[src/logic/pfcd_defines.svh]
// Offsets, field positions, reset values and command codes of the command decoder.
// Assumes inclusion by bare name from files under logic/.
`ifndef PFCD_DEFINES_SVH
`define PFCD_DEFINES_SVH

// Register offsets on the plain register port
`define PFCD_OFS_CMD     8'h00
`define PFCD_OFS_PARAM0  8'h04
`define PFCD_OFS_PARAM1  8'h08
`define PFCD_OFS_CLKDIV  8'h0C
`define PFCD_OFS_PPROT   8'h10
`define PFCD_OFS_EPROT   8'h14
`define PFCD_OFS_STAT    8'h18
`define PFCD_OFS_ISTAT   8'h1C
`define PFCD_OFS_IMASK   8'h20
`define PFCD_OFS_RESULT  8'h24
`define PFCD_OFS_STATE   8'h28

// Field positions
`define PFCD_STAT_DONE   7
`define PFCD_STAT_ACC    5
`define PFCD_STAT_PVIOL  4
`define PFCD_DIV_LOADED  7
`define PFCD_PROT_LO     0
`define PFCD_PROT_HI     1
`define PFCD_PROT_OPEN   2
`define PFCD_EPROT_OPEN  0
`define PFCD_SEL_EE      31
`define PFCD_INT_DONE    0
`define PFCD_INT_ERR     1

// Reset values
`define PFCD_RST_CMD     8'h00
`define PFCD_RST_DIV     6'h00
`define PFCD_RST_WORD    32'h0000_0000

// Command codes
`define PFCD_C_EVALL     8'h01
`define PFCD_C_EVBLK     8'h02
`define PFCD_C_EVSEC     8'h03
`define PFCD_C_RDONCE    8'h04
`define PFCD_C_PROG      8'h06
`define PFCD_C_PONCE     8'h07
`define PFCD_C_ERALL     8'h08
`define PFCD_C_ERBLK     8'h09
`define PFCD_C_ERSEC     8'h0A
`define PFCD_C_UNSEC     8'h0B
`define PFCD_C_KEY       8'h0C
`define PFCD_C_UMARG     8'h0D
`define PFCD_C_FMARG     8'h0E

// One-time field: 64 bytes as eight 8-byte parts
`define PFCD_ONCE_PARTS  8
`endif

[src/logic/pfcd_pkg.sv]
// Types of the program-flash command decoder.
// Assumes nothing beyond a SystemVerilog compiler.
package pfcd_pkg;
	// Sequencer states, one-hot
	typedef enum logic [1:0] {
		PFCD_IDLE = 2'b01,
		PFCD_BUSY = 2'b10
	} pfcd_state_t;
endpackage

[src/logic/pfcd_top.sv]
// Program-flash command decoder and dispatcher with register port and interrupt.
// Assumes an array engine on the same clock answering OP_START with one OP_DONE pulse.
`include "pfcd_defines.svh"
module pfcd_top
	import pfcd_pkg::*;
(
	input  wire logic        CLK,          // 100 MHz clock
	input  wire logic        ARST_N,       // Async reset, active low
	input  wire logic [7:0]  ADDR,         // Register address
	input  wire logic [31:0] WDATA,        // Write data
	input  wire logic        WR,           // Write strobe
	input  wire logic        RD,           // Read strobe
	output logic      [31:0] RDATA,        // Read data, cycle after RD
	input  wire logic        SS_MODE,      // Special single-chip pin
	input  wire logic        SECURE,       // Secured-state pin
	output logic             OP_START,     // Array operation start pulse
	output logic      [7:0]  OP_CODE,      // Operation code
	output logic      [31:0] OP_P0,        // Address or selector
	output logic      [31:0] OP_P1,        // Data, count or key
	input  wire logic        OP_DONE,      // Array operation done pulse
	input  wire logic        OP_FAIL,      // Failure beside OP_DONE
	input  wire logic [31:0] OP_RDATA,     // Result beside OP_DONE
	output logic      [5:0]  CLK_DIV,      // Divider value
	output logic      [1:0]  MARGIN_LEVEL, // Applied margin level
	output logic             SEC_RELEASE,  // Security released
	output logic             IRQ           // Interrupt, level
);
	////////////////////////////////////////////////////////////////////
	// Pin synchronisers
	logic [1:0] pin_in;
	logic [1:0] s1, s2, s3, pin_q;
	assign pin_in = {SECURE, SS_MODE};

	genvar g;
	generate
		for (g = 0; g < 2; g++) begin : g_sync
			// Three flops; value moves when the last two agree
			always_ff @(posedge CLK or negedge ARST_N) begin
				if (!ARST_N) begin
					s1[g]    <= 1'b0;
					s2[g]    <= 1'b0;
					s3[g]    <= 1'b0;
					pin_q[g] <= 1'b0;
				end else begin
					s1[g] <= pin_in[g];
					s2[g] <= s1[g];
					s3[g] <= s2[g];
					if (s2[g] == s3[g])
						pin_q[g] <= s3[g];
				end
			end
		end
	endgenerate

	////////////////////////////////////////////////////////////////////
	// Registers and state
	pfcd_state_t state;
	logic [7:0]  cmd;
	logic [31:0] param0, param1, result;
	logic        div_loaded, lo_dis, hi_dis, p_open, e_open;
	logic        done_flag, acc_err, pviol;
	logic [1:0]  istat, imask;
	logic [7:0]  once_used;
	logic        idle, legal, prog_erase;

	assign idle = (state == PFCD_IDLE);

	// Mode-dependent permission decode
	pfcd_decode u_dec (
		.code       (cmd),
		.ss_mode    (pin_q[0]),
		.secured    (pin_q[1]),
		.legal      (legal),
		.prog_erase (prog_erase)
	);

	////////////////////////////////////////////////////////////////////
	// Launch checks
	logic       wr_stat, launch_req, err_acc, err_prot, go;
	logic       once_hit, all_open;
	logic [2:0] once_idx;

	assign wr_stat    = WR && (ADDR == `PFCD_OFS_STAT);
	assign launch_req = wr_stat && WDATA[`PFCD_STAT_DONE] && done_flag
		&& !acc_err && !pviol;
	assign once_idx   = param0[2:0];
	assign once_hit   = (cmd == `PFCD_C_PONCE) && once_used[once_idx];
	assign all_open   = lo_dis && hi_dis && p_open;
	assign err_acc    = !legal
		|| (prog_erase && !div_loaded)
		|| once_hit;
	// Protection gating of the mass erases
	always_comb begin
		err_prot = 1'b0;
		if (cmd == `PFCD_C_ERALL)
			err_prot = !(all_open && e_open);
		else if (cmd == `PFCD_C_ERBLK)
			err_prot = param0[`PFCD_SEL_EE] ? !e_open : !all_open;
	end
	assign go = launch_req && !err_acc && !err_prot;

	////////////////////////////////////////////////////////////////////
	// Sequencer
	always_ff @(posedge CLK or negedge ARST_N) begin
		if (!ARST_N) begin
			state <= PFCD_IDLE;
		end else begin
			case (state)
				PFCD_IDLE: if (go) state <= PFCD_BUSY;
				PFCD_BUSY: if (OP_DONE) state <= PFCD_IDLE;
				default:   state <= PFCD_IDLE;
			endcase
		end
	end

	// Dispatch to the array engine; code selects the operation
	always_ff @(posedge CLK or negedge ARST_N) begin
		if (!ARST_N) begin
			OP_START <= 1'b0;
			OP_CODE  <= `PFCD_RST_CMD;
			OP_P0    <= `PFCD_RST_WORD;
			OP_P1    <= `PFCD_RST_WORD;
		end else begin
			OP_START <= go;
			if (go) begin
				OP_CODE <= cmd;
				OP_P0   <= param0;
				OP_P1   <= param1;
			end
		end
	end

	// Complete flag: low from launch to done
	always_ff @(posedge CLK or negedge ARST_N) begin
		if (!ARST_N)
			done_flag <= 1'b1;
		else if (go)
			done_flag <= 1'b0;
		else if (!idle && OP_DONE)
			done_flag <= 1'b1;
	end

	// Error flags: write one clears, a new error wins
	always_ff @(posedge CLK or negedge ARST_N) begin
		if (!ARST_N) begin
			acc_err <= 1'b0;
			pviol   <= 1'b0;
		end else begin
			if (launch_req && err_acc)
				acc_err <= 1'b1;
			else if (wr_stat && WDATA[`PFCD_STAT_ACC])
				acc_err <= 1'b0;
			if (launch_req && !err_acc && err_prot)
				pviol <= 1'b1;
			else if (wr_stat && WDATA[`PFCD_STAT_PVIOL])
				pviol <= 1'b0;
		end
	end

	// Completion effects: result, one-time parts, margin, security
	always_ff @(posedge CLK or negedge ARST_N) begin
		if (!ARST_N) begin
			result       <= `PFCD_RST_WORD;
			once_used    <= 8'h00;
			MARGIN_LEVEL <= 2'h0;
			SEC_RELEASE  <= 1'b0;
		end else if (!idle && OP_DONE) begin
			result <= OP_RDATA;
			if (!OP_FAIL) begin
				if (OP_CODE == `PFCD_C_PONCE)
					once_used[OP_P0[2:0]] <= 1'b1;
				if (OP_CODE == `PFCD_C_UMARG || OP_CODE == `PFCD_C_FMARG)
					MARGIN_LEVEL <= OP_P1[1:0];
				if (OP_CODE == `PFCD_C_UNSEC || OP_CODE == `PFCD_C_KEY)
					SEC_RELEASE <= 1'b1;
			end
		end
	end

	////////////////////////////////////////////////////////////////////
	// Software-written registers; command buffer ignored while busy
	always_ff @(posedge CLK or negedge ARST_N) begin
		if (!ARST_N) begin
			cmd    <= `PFCD_RST_CMD;
			param0 <= `PFCD_RST_WORD;
			param1 <= `PFCD_RST_WORD;
		end else if (WR && done_flag) begin
			case (ADDR)
				`PFCD_OFS_CMD:    cmd    <= WDATA[7:0];
				`PFCD_OFS_PARAM0: param0 <= WDATA;
				`PFCD_OFS_PARAM1: param1 <= WDATA;
				default:          cmd    <= cmd;
			endcase
		end
	end

	// Divider and protection; a divider write while idle marks it loaded
	always_ff @(posedge CLK or negedge ARST_N) begin
		if (!ARST_N) begin
			CLK_DIV    <= `PFCD_RST_DIV;
			div_loaded <= 1'b0;
			lo_dis     <= 1'b0;
			hi_dis     <= 1'b0;
			p_open     <= 1'b0;
			e_open     <= 1'b0;
		end else if (WR) begin
			if (ADDR == `PFCD_OFS_CLKDIV && idle) begin
				CLK_DIV    <= WDATA[5:0];
				div_loaded <= 1'b1;
			end
			if (ADDR == `PFCD_OFS_PPROT) begin
				lo_dis <= WDATA[`PFCD_PROT_LO];
				hi_dis <= WDATA[`PFCD_PROT_HI];
				p_open <= WDATA[`PFCD_PROT_OPEN];
			end
			if (ADDR == `PFCD_OFS_EPROT)
				e_open <= WDATA[`PFCD_EPROT_OPEN];
		end
	end

	////////////////////////////////////////////////////////////////////
	// Interrupt status, cleared by read; events win over the clear
	logic [1:0] ev;
	assign ev = {launch_req && (err_acc || err_prot), !idle && OP_DONE};

	always_ff @(posedge CLK or negedge ARST_N) begin
		if (!ARST_N) begin
			istat <= 2'h0;
			imask <= 2'h0;
			IRQ   <= 1'b0;
		end else begin
			if (RD && ADDR == `PFCD_OFS_ISTAT)
				istat <= ev;
			else
				istat <= istat | ev;
			if (WR && ADDR == `PFCD_OFS_IMASK)
				imask <= WDATA[1:0];
			IRQ <= |(istat & imask);
		end
	end

	// Read mux, data in the cycle after the strobe
	always_ff @(posedge CLK or negedge ARST_N) begin
		if (!ARST_N) begin
			RDATA <= `PFCD_RST_WORD;
		end else if (RD) begin
			case (ADDR)
				`PFCD_OFS_CMD:    RDATA <= {24'h000000, cmd};
				`PFCD_OFS_PARAM0: RDATA <= param0;
				`PFCD_OFS_PARAM1: RDATA <= param1;
				`PFCD_OFS_CLKDIV: RDATA <= {24'h000000, div_loaded, 1'b0, CLK_DIV};
				`PFCD_OFS_PPROT:  RDATA <= {29'h00000000, p_open, hi_dis, lo_dis};
				`PFCD_OFS_EPROT:  RDATA <= {31'h00000000, e_open};
				`PFCD_OFS_STAT:   RDATA <= {24'h000000, done_flag, 1'b0, acc_err,
					pviol, 4'h0};
				`PFCD_OFS_ISTAT:  RDATA <= {30'h00000000, istat};
				`PFCD_OFS_IMASK:  RDATA <= {30'h00000000, imask};
				`PFCD_OFS_RESULT: RDATA <= result;
				`PFCD_OFS_STATE:  RDATA <= {20'h00000, once_used, SEC_RELEASE,
					pin_q[1], pin_q[0], state == PFCD_BUSY};
				default:          RDATA <= `PFCD_RST_WORD;
			endcase
		end else begin
			RDATA <= `PFCD_RST_WORD;
		end
	end

	////////////////////////////////////////////////////////////////////
	// Assertions
	a_launch_starts: assert property (@(posedge CLK) disable iff (!ARST_N)
		go |=> OP_START && !done_flag)
		else $error("launch did not start operation");
	a_flag_stays_low: assert property (@(posedge CLK) disable iff (!ARST_N)
		!done_flag && !OP_DONE |=> !done_flag)
		else $error("complete flag rose early");
	a_flag_rises: assert property (@(posedge CLK) disable iff (!ARST_N)
		!idle && OP_DONE |=> done_flag && idle)
		else $error("complete flag not raised");
	a_div_needed: assert property (@(posedge CLK) disable iff (!ARST_N)
		launch_req && prog_erase && !div_loaded |=> acc_err && !OP_START)
		else $error("undivided program or erase ran");
	a_bad_code: assert property (@(posedge CLK) disable iff (!ARST_N)
		launch_req && cmd == 8'h05 |=> acc_err && done_flag)
		else $error("unknown code not refused");
	a_mass_guard: assert property (@(posedge CLK) disable iff (!ARST_N)
		OP_START && OP_CODE == `PFCD_C_ERALL |-> $past(all_open && e_open))
		else $error("array erase without open bits");
	a_block_guard: assert property (@(posedge CLK) disable iff (!ARST_N)
		OP_START && OP_CODE == `PFCD_C_ERBLK && !OP_P0[`PFCD_SEL_EE] |-> $past(all_open))
		else $error("block erase without open bits");
	a_once_only: assert property (@(posedge CLK) disable iff (!ARST_N)
		OP_START && OP_CODE == `PFCD_C_PONCE |-> !once_used[OP_P0[2:0]])
		else $error("one-time part programmed twice");
	a_field_margin: assert property (@(posedge CLK) disable iff (!ARST_N)
		OP_START && OP_CODE == `PFCD_C_FMARG |-> $past(pin_q[0] && !pin_q[1]))
		else $error("field margin outside special mode");
	a_key_mode: assert property (@(posedge CLK) disable iff (!ARST_N)
		OP_START && OP_CODE == `PFCD_C_KEY |-> $past(!pin_q[0]))
		else $error("key verify in special mode");
	a_release: assert property (@(posedge CLK) disable iff (!ARST_N)
		!idle && OP_DONE && !OP_FAIL && OP_CODE == `PFCD_C_UNSEC |=> SEC_RELEASE)
		else $error("security not released");
	c_launch_done: cover property (@(posedge CLK) disable iff (!ARST_N)
		go ##[1:50] OP_DONE);
	c_acc_err: cover property (@(posedge CLK) disable iff (!ARST_N)
		launch_req && err_acc);
	c_prot_err: cover property (@(posedge CLK) disable iff (!ARST_N)
		launch_req && !err_acc && err_prot);
	a_busy_no_load: assert property (@(posedge CLK) disable iff (!ARST_N)
		!done_flag && WR && ADDR == `PFCD_OFS_CMD |=> cmd == $past(cmd))
		else $error("command loaded while busy");
	a_refused_idle: assert property (@(posedge CLK) disable iff (!ARST_N)
		launch_req && (err_acc || err_prot) |=> !OP_START && done_flag && idle)
		else $error("refused command started");
	a_once_mark: assert property (@(posedge CLK) disable iff (!ARST_N)
		!idle && OP_DONE && !OP_FAIL && OP_CODE == `PFCD_C_PONCE
		|=> once_used[$past(OP_P0[2:0])])
		else $error("one-time part not marked");
	c_once_refused: cover property (@(posedge CLK) disable iff (!ARST_N)
		launch_req && once_hit);
	c_irq_raise: cover property (@(posedge CLK) disable iff (!ARST_N)
		!IRQ ##1 IRQ);
endmodule

[src/logic/pfcd_decode.sv]
// Command legality decoder: permitted codes per mode and security state.
// Assumes synchronised mode and security levels on the same clock.
`include "pfcd_defines.svh"
module pfcd_decode
	import pfcd_pkg::*;
(
	input  wire logic [7:0] code,       // Loaded command code
	input  wire logic       ss_mode,    // Special single-chip mode
	input  wire logic       secured,    // Chip secured
	output logic            legal,      // Code allowed now
	output logic            prog_erase  // Code programs or erases
);
	// Permission table by mode and security
	always_comb begin
		legal = 1'b0;
		case (code)
			`PFCD_C_EVALL, `PFCD_C_EVBLK: legal = 1'b1;
			`PFCD_C_EVSEC, `PFCD_C_RDONCE, `PFCD_C_PROG, `PFCD_C_PONCE,
			`PFCD_C_ERBLK, `PFCD_C_ERSEC, `PFCD_C_UMARG:
				legal = !(ss_mode && secured);
			`PFCD_C_ERALL, `PFCD_C_UNSEC: legal = ss_mode;
			`PFCD_C_KEY:   legal = !ss_mode;
			`PFCD_C_FMARG: legal = ss_mode && !secured;
			default:       legal = 1'b0;
		endcase
	end

	// Commands needing the divider to be loaded
	always_comb begin
		case (code)
			`PFCD_C_PROG, `PFCD_C_PONCE, `PFCD_C_ERALL, `PFCD_C_ERBLK,
			`PFCD_C_ERSEC, `PFCD_C_UNSEC: prog_erase = 1'b1;
			default: prog_erase = 1'b0;
		endcase
	end
endmodule

[config.mk]
export PLATFORM = sky130hd
export DESIGN_NAME = pfcd_top
export DESIGN_NICKNAME = d
export VERILOG_FILES = /design/src/logic/pfcd_pkg.sv /design/src/logic/pfcd_top.sv /design/src/logic/pfcd_decode.sv
export VERILOG_INCLUDE_DIRS = /design/src /design/src/logic
export SDC_FILE = /design/constraint.sdc
export NUM_CORES = 1
export LEC_CHECK = 0
export BUFFER_PORTS_ARGS = -buffer_cell sky130_fd_sc_hd__buf_2
export CAP_MARGIN = 30
export CORE_ASPECT_RATIO = 1.2
export CORE_UTILIZATION = 45
export CTS_CLUSTER_SIZE = 40
export DETAILED_ROUTE_END_ITERATION = 8
export PLACE_DENSITY = 0.76
export RECOVER_POWER = 25
export SLEW_MARGIN = 25
export SYNTH_ARGS = -nofsm -noshare
export SYNTH_HDL_FRONTEND = slang
export SYNTH_SLANG_ARGS = --single-unit
[constraint.sdc]
create_clock -name CLK -period 3.2 [get_ports CLK]
set_clock_uncertainty 0.1 [all_clocks]
set_input_delay 0.32 -clock CLK [delete_from_list [all_inputs] [get_ports CLK]]
set_output_delay 0.32 -clock CLK [all_outputs]
set_load 0.03 [all_outputs]
==> flow_summary.ini <==
[worst_setup_path]
required_ns = 3.50
start_kind = flop
arrival_ns = 3.02
setup.worst_path.start = done_flag$_DFFE_PN1P_
worstSetupEndpointType = flop
crit_path_max_fanout = 62
crit_type = flop to flop
r2r_start = done_flag$_DFFE_PN1P_

[sta]
drv_slew = 69
finalCritPeriodShare_pct = 84.9
max_freq_mhz = 368
finalSetupViolations = 0
period_needed_ns = 2.72
tightest_slew_ns = 1.77
rsz0062_at_grt = false
hold_violations = 0
fin_tns_setup_ns = 0
timing.final.ws_setup_ns = 0.482
relSlewSlack_pct = -18.0

[clock_tree]
clock_latency_ns = 0.52
cts.sinks = 249
clock_tree.root_cell = clkbuf_16
numCtsBuffers = 26
max-clock-path-buffers = 3
cts_htree_levels = 1
cts_tree = yes
path_clk_slew_ns = 0.06

[yosys]
synth-simple-area-share_pct = 6.62
synth_compound_area_share_pct = 6.74
synthXorXnorAreaFrac_pct = 0.252
ys_seq_area_share_pct = 59.9
async_reset_ff_share_pct = 100
synthesis.nets = 809
synth_flop_cell = dfrtp_1
yosysWarnings = 0
synthAdderAreaFrac_pct = 0.192
syn_inst = 729
syn_area_per_cell_sq_um = 14.3
muxShareOfSynthArea_pct = 23.8
synth_top_family_by_area = multiplexers
synth-seq-cells = 249
netlist_area_sq_um = 10400
synth-edff-count = 0
synth_cell_type_count = 55

[detailed_routing]
vias = 7301
drt-total-wl_um = 27500
avgRoutedWirePerCell_um = 20.7
post-route-drc-count = 0
post_drt_via_cell_ratio = 5.51
drtAntennaViolNets = 0
drt-initial-drc-count = 518
firstDrtPassIters = 7

[status]
violations = max-capacitance violations, max-slew violations
outcome = finished with violations

[pwr]
ir_drop_uv = 399
p_leak_uw = 0.00691
powerDensity_nw_per_um2 = 487

[global_routing]
grt_usage_pct = 23.5
first_global_vias = 7738
antenna_found_initial = 0
gr-total-overflow = 0
grt_pass1_wl_um = 43100
grt_start_max_net_pins = 73

[cells_and_area]
drive_gt1_share_pct = 46.6
fill_cells = 1793
stdcell_area_sq_um = 13300
area_growth_pct = 27.9
final_cell_mix = 247 x dfrtp_1, 192 x buf_2, 152 x mux2_2
antenna_cells = 0
layout_commonest_cell = dfrtp_1
nets = 1077

[placed_design]
gp_congestion = 0.932
dpl_cell_area_sq_um = 11800
preCtsSetupSlack_ns = 0.583
io_buffers = 194
dp_hpwl_um = 17400

[floorplan]
pin_count = 195
die_x_um = 141
start_util_pct = 46.1
die_area_sq_um = 23800
chipHeight_um = 169
core-area_sq_um = 22600
num_rows = 60

[worst_hold_path]
min-delay-start = WDATA[4]
min_path_type = input pin to flop

[flow_run]
maxCapViolCount = 1
-- power by group --
part           switching [uW]  internal [uW]
Combinational             157            122
Sequential               15.1           3160
Clock                    1240           1800
-- registers in the layout, summed over array words and instances, names as in the netlist, 2 cells and up --
signal	count
s3	2
param0	32
cmd	8
state	2
result	32
pin_q	2
s2	2
imask	2
OP_P0	32
OP_CODE	8
MARGIN_LEVEL	2
s1	2
RDATA	32
istat	2
CLK_DIV	6
param1	32
OP_P1	32
once_used	8
-- repair_timing --
item | in CTS | in global routing
gates resized for setup | 0 | 0
buffers inserted | 0 | 0
endpoints found under the hold margin | 163 | 0
setup endpoints to repair | 0 | 0
hold buffers | 64 | 0
-- critical path, stage by stage, from the launching register on --
cell and delay [ns]:
dfstp_2 0.57, nor4bb_1 0.36, nand4_1 0.18, a41oi_1 0.20, or4b_4 0.51, buf_12 0.23
mux2_4 0.36
-- cell usage after synthesis (4+ instances only) --
cell type | instances | area, sq um
dfrtp_1 | 247 | 6180
clkbuf_1 | 25 | 93.8
nor2_1 | 38 | 143
inv_1 | 10 | 37.5
mux2_4 | 43 | 646
mux2_2 | 152 | 1710
buf_6 | 6 | 67.6
nor3_1 | 9 | 45.0
and2_1 | 9 | 56.3
mux2i_1 | 8 | 80.1
a31oi_1 | 5 | 31.3
nor4_1 | 8 | 50.1
a22o_1 | 11 | 96.3
o21ai_0 | 7 | 35.0
buf_1 | 4 | 15.0
a31o_2 | 6 | 52.6
a222oi_1 | 24 | 240
a21oi_1 | 13 | 65.1
buf_2 | 9 | 45.0
nand4_1 | 6 | 37.5
nand2_1 | 16 | 60.1
nand2b_1 | 5 | 31.3
nand3_1 | 18 | 90.1
-- area by class of cell --
| type | count | area, sq um | share of cell area [%] |
|---|---|---|---|
| clock buffers | 37 | 753 | 5.66 |
| clock inverters | 10 | 104 | 0.780 |
| inverters | 10 | 37.5 | 0.282 |
| multi-input cells | 426 | 3940 | 29.6 |
| flip-flops and latches | 249 | 6230 | 46.8 |
| well taps | 310 | 388 | 2.91 |
| repair buffers | 284 | 1860 | 14.0 |
-- cell families after synthesis --
kind of cell / Yosys count
buf+inv: 54
compound gates: 88
mux: 205
simple gates: 128
fa+ha+maj: 2
xor+xnor: 3
flops: 249
-- metal layers --
| metal | GRT usage, % | vias up | routed length, um |
|---|---|---|---|
| met5 | 0 | - | 0 |
| met4 | 8.60 | 0 | 807 |
| met3 | 3.93 | 52 | 1740 |
| met2 | 40.6 | 294 | 13800 |
| met1 | 29.7 | 3733 | 11100 |
| li1 | - | 3222 | - |
-- per-stage QoR --
stage,instances,power (uW),util [%],hold slack [ns]
after global routing,1326,6690,58.9,0.0252
after CTS,1326,6540,59.1,0.00995
after detailed placement,1215,3460,52.4,0.214
after floorplan,729,3290,-,-0.0756
after global placement,1215,3450,52.4,0.211
final,1326,6490,58.9,0.0295
-- worst paths after layout --
check | end | cells past startpoint | slack, ns
worst max-delay path | OP_P0[21]$_DFFE_PN0P_ | 6 | 0.48
worst min-delay path | cmd[4]$_DFFE_PN0P_ | 2 | 0.03
worst max register to register | OP_P0[21]$_DFFE_PN0P_ | 6 | 0.48
worst min register to register | s2[1]$_DFF_PN0_ | 0 | 0.25
max in group asynchronous | OP_P0[7]$_DFFE_PN0P_ | 3 | 0.95
min in group asynchronous | s1[0]$_DFF_PN0_ | 2 | 0.72
(Power assumes the default switching activity.)
